==> config.mk <==
export PLATFORM = sky130hd
export DESIGN_NAME = swc_sleep_ctrl
export DESIGN_NICKNAME = d
export VERILOG_FILES = /design/src/swc_pkg.sv /design/src/swc_sleep_ctrl.sv
export VERILOG_INCLUDE_DIRS = /design/src
export SDC_FILE = /design/constraint.sdc
export NUM_CORES = 1
export LEC_CHECK = 0
export ABC_CLOCK_PERIOD_IN_PS = 4700
export BUFFER_PORTS_ARGS = -buffer_cell sky130_fd_sc_hd__clkbuf_2
export CORE_MARGIN = 4
export CORE_UTILIZATION = 25
export CTS_CLUSTER_SIZE = 20
export DETAILED_ROUTE_END_ITERATION = 12
export HOLD_SLACK_MARGIN = 0.08
export SETUP_SLACK_MARGIN = 0.2
export SYNTH_ARGS = -nofsm -noshare
export SYNTH_HDL_FRONTEND = slang
export SYNTH_SLANG_ARGS = --single-unit
==> constraint.sdc <==
create_clock -name mclk -period 4.7 [get_ports mclk]
set_clock_uncertainty 0.1 [all_clocks]
set_input_delay 0.94 -clock mclk [delete_from_list [all_inputs] [get_ports mclk]]
set_output_delay 0.94 -clock mclk [all_outputs]
set_load 0.005 [all_outputs]
==> src/swc_cfg.svh <==
// Constants for the sleep and wake-up controller: offsets, fields, resets, timing.
// Assumes byte addresses on a 32-bit AXI4-Lite bus, one aligned word per register.
`ifndef SWC_CFG_SVH
`define SWC_CFG_SVH

// Register byte offsets.
`define SWC_CTRL_OFS 8'h00
`define SWC_STAT_OFS 8'h04
`define SWC_EVST_OFS 8'h08
`define SWC_EVMK_OFS 8'h0C

// Control register fields.
`define SWC_C_GIE 0
`define SWC_C_EDGE 1
`define SWC_C_EXTEN 2
`define SWC_C_WDTEN 3
`define SWC_C_RCOSC 4
`define SWC_C_T1ASYNC 5
`define SWC_C_ADRC 6
`define SWC_C_PORTEN 7
`define SWC_C_PEN_LSB 8
`define SWC_CTRL_RST 16'h0000

// Status register fields.
`define SWC_S_PD 0
`define SWC_S_TO 1
`define SWC_S_ASLEEP 2
`define SWC_S_EXTF 3

// Event bits of the interrupt status and mask registers.
`define SWC_E_SLEEP 0
`define SWC_E_IRQWAKE 1
`define SWC_E_WDTWAKE 2
`define SWC_E_NOP 3
`define SWC_EVMK_RST 4'h0

// Peripheral wake source positions.
`define SWC_P_TIMER_ONE 1
`define SWC_P_SPEC 3
`define SWC_P_ADC 6

// Oscillator start-up delay; the device clock is the main oscillator.
`define SWC_OST_PERIODS 1024
`define SWC_OSC_PER_CYCLE 1
`define SWC_OST_CYCLES (`SWC_OST_PERIODS * `SWC_OSC_PER_CYCLE)

// AXI responses.
`define SWC_RESP_OKAY 2'h0
`define SWC_RESP_SLVERR 2'h2

`endif

==> src/swc_pkg.sv <==
// Types shared by the sleep and wake-up controller.
// Assumes swc_cfg.svh carries the register, bus and start-up constants.
package swc_pkg;
   typedef enum logic [1:0] {SWC_RUN, SWC_SLEEP, SWC_START, SWC_RESUME} swc_state_t;
endpackage

==> src/swc_sleep_ctrl.sv <==
// Sleep entry, wake-up sequencing and status flags of a small microcontroller core.
// Assumes the core, watchdog and peripherals drive pulses synchronous to mclk.
//
// What this block does
// - Sleep clears watchdog, clears power-down flag, sets timeout flag, stops oscillator.
// - Port pins keep their pre-sleep drive state while asleep.
// - Wake on master clear, enabled watchdog timeout, or enabled interrupt.
// - Master clear resets the device; other wake sources resume execution.
// - Watchdog wake-up clears the timeout flag.
// - Power-down flag set at power-up, cleared by each completed sleep.
// - Only clockless peripheral interrupts may wake the device.
// - Timer-one wakes only when asynchronous; converter only on RC clock.
// - Sleep prefetches the instruction at program counter plus one.
// - Wake needs the source enable, regardless of global enable.
// - After interrupt wake run next instruction, then vector if global enable.
// - Pending enabled interrupt before sleep makes sleep a no-operation.
// - Interrupt during or after sleep: complete sleep fully, then wake.
// - Crystal modes wait 1024 oscillator periods on wake; RC mode does not.
// - Watchdog timeout resets when running, wakes when asleep.
// - Taking an interrupt clears global enable, loads vector.
`timescale 1ns/1ps
`include "swc_cfg.svh"

module swc_sleep_ctrl #(
   parameter int PCW = 13,
   parameter int PW = 8,
   parameter logic [PCW-1:0] VECTOR_ADDR = 13'h0004
) (
   // Clock and reset
   input wire logic mclk,
   input wire logic resetn,
   // AXI4-Lite register slave
   input wire logic [7:0] awaddr,
   input wire logic awvalid,
   output logic awready,
   input wire logic [31:0] wdata,
   input wire logic [3:0] wstrb,
   input wire logic wvalid,
   output logic wready,
   output logic [1:0] bresp,
   output logic bvalid,
   input wire logic bready,
   input wire logic [7:0] araddr,
   input wire logic arvalid,
   output logic arready,
   output logic [31:0] rdata,
   output logic [1:0] rresp,
   output logic rvalid,
   input wire logic rready,
   // Core pipeline
   input wire logic sleepExec,
   input wire logic instrDone,
   input wire logic retfie,
   input wire logic [PCW-1:0] pc,
   output logic prefetchStb,
   output logic [PCW-1:0] prefetchAddr,
   output logic vectorStb,
   output logic [PCW-1:0] vectorAddr,
   output logic coreStall,
   // Reset, watchdog and oscillator
   input wire logic masterClearPinN,
   input wire logic wdtTimeout,
   output logic wdtClear,
   output logic deviceReset,
   output logic oscEnable,
   // Interrupt sources
   input wire logic extIrqPin,
   input wire logic portChangeFlag,
   input wire logic [7:0] periphFlag,
   // Port drive hold
   input wire logic [PW-1:0] portDrive,
   input wire logic [PW-1:0] portDriveOe,
   output logic [PW-1:0] portHeld,
   output logic [PW-1:0] portHeldOe,
   // Interrupt to host
   output logic irq
);
   import swc_pkg::*;

   typedef struct packed {
      swc_state_t state;
      logic [15:0] ctrl;
      logic pd;
      logic to;
      logic extFlag;
      logic extPinQ;
      logic [3:0] evStatus;
      logic [3:0] evMask;
      logic irq;
      logic osc;
      logic wdtClr;
      logic preStb;
      logic [PCW-1:0] preAddr;
      logic vecStb;
      logic devRst;
      logic ioHold;
      logic stall;
      logic [PW-1:0] portOut;
      logic [PW-1:0] portOe;
      logic [10:0] ost;
      logic awHeld;
      logic [7:0] awAddr;
      logic wHeld;
      logic [31:0] wData;
      logic [3:0] wStrb;
      logic awready;
      logic wready;
      logic bvalid;
      logic [1:0] bresp;
      logic arready;
      logic rvalid;
      logic [31:0] rdata;
      logic [1:0] rresp;
   } swc_regs_t;

   localparam logic [10:0] OST_LAST = 11'(`SWC_OST_CYCLES - 1);

   swc_regs_t s;
   swc_regs_t next_s;

   // ----------------------------------------------------------------
   // Wake and interrupt request
   // ----------------------------------------------------------------
   logic [7:0] periphAllow;
   logic irqAny;
   logic wakeAny;
   logic extEdge;
   logic wdtFire;

   always_comb
   begin
      periphAllow = 8'hFF;
      periphAllow[`SWC_P_TIMER_ONE] = s.ctrl[`SWC_C_T1ASYNC];
      periphAllow[`SWC_P_SPEC] = s.ctrl[`SWC_C_T1ASYNC];
      periphAllow[`SWC_P_ADC] = s.ctrl[`SWC_C_ADRC];
   end

   // Plain AND-OR of flags and enables, so no clocked stage sits in the wake path.
   assign irqAny = (s.extFlag & s.ctrl[`SWC_C_EXTEN])
      | (portChangeFlag & s.ctrl[`SWC_C_PORTEN])
      | (|(periphFlag & s.ctrl[15:8]));
   assign wakeAny = (s.extFlag & s.ctrl[`SWC_C_EXTEN])
      | (portChangeFlag & s.ctrl[`SWC_C_PORTEN])
      | (|(periphFlag & s.ctrl[15:8] & periphAllow));
   assign extEdge = s.ctrl[`SWC_C_EDGE] ? (extIrqPin & ~s.extPinQ)
      : (~extIrqPin & s.extPinQ);
   assign wdtFire = wdtTimeout & s.ctrl[`SWC_C_WDTEN];

   // ----------------------------------------------------------------
   // Next state
   // ----------------------------------------------------------------
   always_comb
   begin
      logic [3:0] ev;
      logic [31:0] rd;
      logic [1:0] rr;
      logic wrDo;
      ev = 4'h0;
      rd = 32'h0000_0000;
      rr = `SWC_RESP_OKAY;
      wrDo = s.awHeld & s.wHeld & ~s.bvalid;
      next_s = s;
      next_s.wdtClr = 1'b0;
      next_s.preStb = 1'b0;
      next_s.vecStb = 1'b0;
      next_s.devRst = 1'b0;
      next_s.extPinQ = extIrqPin;

      // Write channel: address and data are taken in either order.
      if (awvalid && s.awready)
      begin
         next_s.awHeld = 1'b1;
         next_s.awAddr = awaddr;
         next_s.awready = 1'b0;
      end
      if (wvalid && s.wready)
      begin
         next_s.wHeld = 1'b1;
         next_s.wData = wdata;
         next_s.wStrb = wstrb;
         next_s.wready = 1'b0;
      end
      if (wrDo)
      begin
         next_s.awHeld = 1'b0;
         next_s.wHeld = 1'b0;
         next_s.bvalid = 1'b1;
         next_s.bresp = `SWC_RESP_OKAY;
         unique case (s.awAddr)
            `SWC_CTRL_OFS:
            begin
               if (s.wStrb[0])
                  next_s.ctrl[7:0] = s.wData[7:0];
               if (s.wStrb[1])
                  next_s.ctrl[15:8] = s.wData[15:8];
            end
            `SWC_STAT_OFS:
            begin
               if (s.wStrb[0] && s.wData[`SWC_S_EXTF])
                  next_s.extFlag = 1'b0;
            end
            `SWC_EVST_OFS:
            begin
               if (s.wStrb[0])
                  next_s.evStatus = s.evStatus & ~s.wData[3:0];
            end
            `SWC_EVMK_OFS:
            begin
               if (s.wStrb[0])
                  next_s.evMask = s.wData[3:0];
            end
            default:
               next_s.bresp = `SWC_RESP_SLVERR;
         endcase
      end
      if (s.bvalid && bready)
      begin
         next_s.bvalid = 1'b0;
         next_s.awready = 1'b1;
         next_s.wready = 1'b1;
      end

      // Read channel.
      unique case (araddr)
         `SWC_CTRL_OFS:
            rd[15:0] = s.ctrl;
         `SWC_STAT_OFS:
         begin
            rd[`SWC_S_PD] = s.pd;
            rd[`SWC_S_TO] = s.to;
            rd[`SWC_S_ASLEEP] = (s.state == SWC_SLEEP);
            rd[`SWC_S_EXTF] = s.extFlag;
         end
         `SWC_EVST_OFS:
            rd[3:0] = s.evStatus;
         `SWC_EVMK_OFS:
            rd[3:0] = s.evMask;
         default:
            rr = `SWC_RESP_SLVERR;
      endcase
      if (arvalid && s.arready)
      begin
         next_s.arready = 1'b0;
         next_s.rvalid = 1'b1;
         next_s.rdata = rd;
         next_s.rresp = rr;
      end
      if (s.rvalid && rready)
      begin
         next_s.rvalid = 1'b0;
         next_s.arready = 1'b1;
      end

      if (retfie)
         next_s.ctrl[`SWC_C_GIE] = 1'b1;

      // Sequencer.
      if (!masterClearPinN)
      begin
         next_s.devRst = 1'b1;
         next_s.state = SWC_RUN;
         next_s.osc = 1'b1;
         next_s.ioHold = 1'b0;
         next_s.ctrl[`SWC_C_GIE] = 1'b0;
      end
      else
      begin
         unique case (s.state)
            SWC_RUN:
            begin
               if (sleepExec)
               begin
                  next_s.preStb = 1'b1;
                  next_s.preAddr = PCW'(pc + 1'b1);
                  // An enabled flag already pending turns the sleep into a no-operation.
                  if (irqAny)
                     ev[`SWC_E_NOP] = 1'b1;
                  else
                  begin
                     next_s.wdtClr = 1'b1;
                     next_s.pd = 1'b0;
                     next_s.to = 1'b1;
                     next_s.osc = 1'b0;
                     next_s.ioHold = 1'b1;
                     next_s.state = SWC_SLEEP;
                     ev[`SWC_E_SLEEP] = 1'b1;
                  end
               end
               else if (wdtFire)
               begin
                  next_s.devRst = 1'b1;
                  next_s.to = 1'b0;
               end
               else if (instrDone && s.ctrl[`SWC_C_GIE] && irqAny)
               begin
                  next_s.vecStb = 1'b1;
                  next_s.ctrl[`SWC_C_GIE] = 1'b0;
               end
            end
            SWC_SLEEP:
            begin
               if (wdtFire || wakeAny)
               begin
                  next_s.osc = 1'b1;
                  next_s.ost = 11'h000;
                  if (wdtFire)
                  begin
                     next_s.to = 1'b0;
                     ev[`SWC_E_WDTWAKE] = 1'b1;
                  end
                  else
                     ev[`SWC_E_IRQWAKE] = 1'b1;
                  if (s.ctrl[`SWC_C_RCOSC])
                  begin
                     next_s.state = SWC_RESUME;
                     next_s.ioHold = 1'b0;
                  end
                  else
                     next_s.state = SWC_START;
               end
            end
            SWC_START:
            begin
               next_s.ost = s.ost + 11'h001;
               if (s.ost == OST_LAST)
               begin
                  next_s.state = SWC_RESUME;
                  next_s.ioHold = 1'b0;
               end
            end
            SWC_RESUME:
            begin
               // The instruction after sleep runs first, then the vector is taken.
               if (instrDone)
               begin
                  next_s.state = SWC_RUN;
                  if (s.ctrl[`SWC_C_GIE] && irqAny)
                  begin
                     next_s.vecStb = 1'b1;
                     next_s.ctrl[`SWC_C_GIE] = 1'b0;
                  end
               end
            end
         endcase
      end

      // Hardware sets win over software clears in the same cycle.
      if (extEdge)
         next_s.extFlag = 1'b1;
      next_s.evStatus = next_s.evStatus | ev;
      next_s.irq = |(next_s.evStatus & next_s.evMask);
      next_s.stall = (next_s.state == SWC_SLEEP) || (next_s.state == SWC_START);
      // Held drive values follow the core until sleep freezes them.
      if (!next_s.ioHold)
      begin
         next_s.portOut = portDrive;
         next_s.portOe = portDriveOe;
      end
   end

   // ----------------------------------------------------------------
   // State register
   // ----------------------------------------------------------------
   always_ff @(posedge mclk or negedge resetn)
   begin
      if (!resetn)
      begin
         s <= '0;
         s.state <= SWC_RUN;
         s.ctrl <= `SWC_CTRL_RST;
         s.evMask <= `SWC_EVMK_RST;
         s.pd <= 1'b1;
         s.to <= 1'b1;
         s.osc <= 1'b1;
         s.awready <= 1'b1;
         s.wready <= 1'b1;
         s.arready <= 1'b1;
      end
      else
         s <= next_s;
   end

   assign awready = s.awready;
   assign wready = s.wready;
   assign bvalid = s.bvalid;
   assign bresp = s.bresp;
   assign arready = s.arready;
   assign rvalid = s.rvalid;
   assign rdata = s.rdata;
   assign rresp = s.rresp;
   assign prefetchStb = s.preStb;
   assign prefetchAddr = s.preAddr;
   assign vectorStb = s.vecStb;
   assign vectorAddr = VECTOR_ADDR;
   assign coreStall = s.stall;
   assign wdtClear = s.wdtClr;
   assign deviceReset = s.devRst;
   assign oscEnable = s.osc;
   assign portHeld = s.portOut;
   assign portHeldOe = s.portOe;
   assign irq = s.irq;
endmodule

==> flow_summary.json <==
{
  "status": "completed",
  "grt_pass1_vias": 4246,
  "yosysMostFrequentCell": "dfrtp_1",
  "reg2reg_depth": 8,
  "period_share": 0.5876,
  "wire_per_inst_um": 14.81,
  "io-pin-count": 193,
  "synth_area_um2": 6231,
  "whs_path_depth": 2,
  "ant_nets": 0,
  "synth_top_area_share": 0.4940,
  "met1_usage": 0.1380,
  "worst_setup_path_end_kind": "flip-flop",
  "yosysSeqAreaShare": 0.5193,
  "power.density_nw_per_um2": 523.1,
  "cp_num_cells": 8,
  "setup_violations": 0,
  "drt_iter0_drc": 143,
  "crit_chain": "inv_1 > ha_1 > clkinv_1 > nor3_1 > nand2_1 > and3_1 > or4_1 > a21oi_1",
  "clockBufferDepth": 2,
  "grtUsageMet2": 0.1751,
  "clock-root-buffer": "clkbuf_16",
  "h-tree-depth": 4,
  "slowest_stage": "or4_1",
  "grt_max_degree": 108,
  "start_util": 0.2555,
  "port_buffers": 143,
  "dieArea_um2": 27510,
  "cts_sinks": 129,
  "busiest_layer": "met2",
  "clk_latency_ns": 0.41,
  "fin_util": 0.3060,
  "slew_viol_final": 0,
  "die_h_um": 165.9,
  "critical_path_class": "reg2reg",
  "grt_overflow_total": 0,
  "worstPathArrival_ns": 2.98,
  "worstMarginPinSlew_ns": 0.9888,
  "n_antenna_cell": 0,
  "drive_gt1_frac": 0.3877,
  "ir_worst_vdd_uv": 245.4,
  "dr.pass1.iters": 4,
  "drv_cap": 0,
  "dp.cells": 960,
  "die_x_um": 165.9,
  "synth_common_cells": "dfrtp_1, buf_4, mux2_2",
  "leakagePower_nw": 3.566,
  "via_count": 4194,
  "max-slew-margin-rel": 0.3408,
  "fin_nets": 765,
  "cts_made_buffers": 17,
  "cts_resized": 0,
  "nFillCells": 2547,
  "drt-total-wl_um": 14690,
  "track_usage": 0.1081,
  "syn_inst": 552,
  "routabilityCongestion": 0.7131,
  "rsz0062_at_grt": "false",
  "vias_per_cell": 4.228,
  "min-delay-path-class": "reg2reg",
  "ys_types": 56,
  "core_um2": 24390,
  "crit_required_ns": 4.92,
  "area_growth_syn_to_layout_pct": 19.78,
  "layout.cells.non_filler": 992,
  "grt_pass1_wl_um": 23780,
  "setup.worst_path.start_class": "flip-flop",
  "synthTopCellsByArea": "dfrtp_1, mux2_2, buf_4",
  "path_buf_inv": 2,
  "rows": 57,
  "yosysTopAreaCell": "dfrtp_1",
  "critPathMaxStageDelay_ns": 0.50,
  "crit_family": "simple AND/OR/NAND/NOR gates",
  "tns_ns": 0,
  "crit_fanout": 9,
  "finalCriticalPeriod_ns": 2.762,
  "drc": 0,
  "synth_edf_count": 0,
  "grt_util_met3": 0.03785,
  "cts_setup_buffers": 0,
  "ys_ff_latch": 129,
  "syn_area_per_cell_um2": 11.29,
  "async_flop_share": 1.000,
  "synthFlopType": "dfrtp_1",
  "cts_tree": "done",
  "ys_warn_count": 0,
  "cts_hold_buf": 0,
  "fmaxAchievable_mhz": 362.1,
  "clkSlewWorstSetupHoldPaths_ns": 0.06,
  "hpwlAfterDp_um": 10830,
  "hold_violations": 0,
  "antenna_found_initial": 0
}
## tightest hold or removal path, delay by kind of cell (launching register included)
kind	cells	cell delay [ns]
AOI/OAI and AO/OA	1	0.06
DFF	1	0.34
and+or+nand+nor	1	0.04
## placed cells by master (no fill, tap or decap), types with 12 or more instances in the layout
cell	n
a22o_1	12
clkbuf_16	17
clkbuf_2	142
conb_1	31
dfrtp_1	123
inv_1	25
mux2_2	63
nand2_1	51
nand3_1	17
nor2_1	14
o21ai_0	40
## registers in the layout (all words and copies together) (netlist names), 2 cells and up
register      flops
s                68
rdata            16
prefetchAddr     13
portHeldOe        8
portHeld          8
periphAllow       2
## power breakdown
part | switching [mW] | internal [mW] | leakage (nW)
registers | 0.194 | 1.42 | 1.62
logic | 0.468 | 0.463 | 1.67
clock network | 0.506 | 0.851 | 0.279
total | 1.17 | 2.74 | 3.57
## final cells by class
cell class	instances	area, um2	share of cell area
sequential	129	3236	0.4335
tap	324	405.4	0.05432
inverter	26	97.59	0.01308
timing repair buffer	148	759.5	0.1018
clock inverter	12	158.9	0.02129
clock buffer	20	446.7	0.05985
multi-input combinational	333	2360	0.3162
## final timing paths
check | end | slack [ns] | start
max | coreStall | 1.94 | s[163]
min | rdata[2] | 0.38 | rdata[2]
max reg2reg | coreStall | 1.94 | s[163]
min reg2reg | rdata[2] | 0.38 | rdata[2]
max in group asynchronous | s[146] | 2.95 | resetn
min in group asynchronous | s[79] | 0.56 | resetn
## layer usage
metal | wire length (um) | vias up
li1 | - | 2038
met1 | 6450 | 2023
met2 | 7119 | 121
met3 | 975 | 12
met4 | 144 | 0
met5 | 0 | -
## through the flow
stage / cell area [um2] / setup slack [ns] / hold WS (ns) / power (mW)
floorplan: 6340 / 1.778 / 0.3468 / 2.366
global placement: 6858 / 1.543 / 0.3605 / 2.560
detailed placement: 6858 / 1.526 / 0.3702 / 2.586
CTS: 7463 / 1.935 / 0.3829 / 3.975
global route: 7463 / 1.726 / 0.3915 / 4.171
finish: 7463 / 1.938 / 0.3767 / 3.904
## cell families (layout without fill, tap and decap cells)
logic type                 after synthesis  after routing  synth area share
buffers and inverters                  119            206            0.1195
adders and majority gates                7              7           0.01406
AOI/OAI and AO/OA                      101            101            0.1088
other                                    2             31          0.001205
xor gates and xnor gates                11             11           0.01546
DFF                                    129            129            0.5193
muxes                                   68             68            0.1299
and+or+nand+nor                        115            115           0.09177
Power figures use the tool's default switching activity.
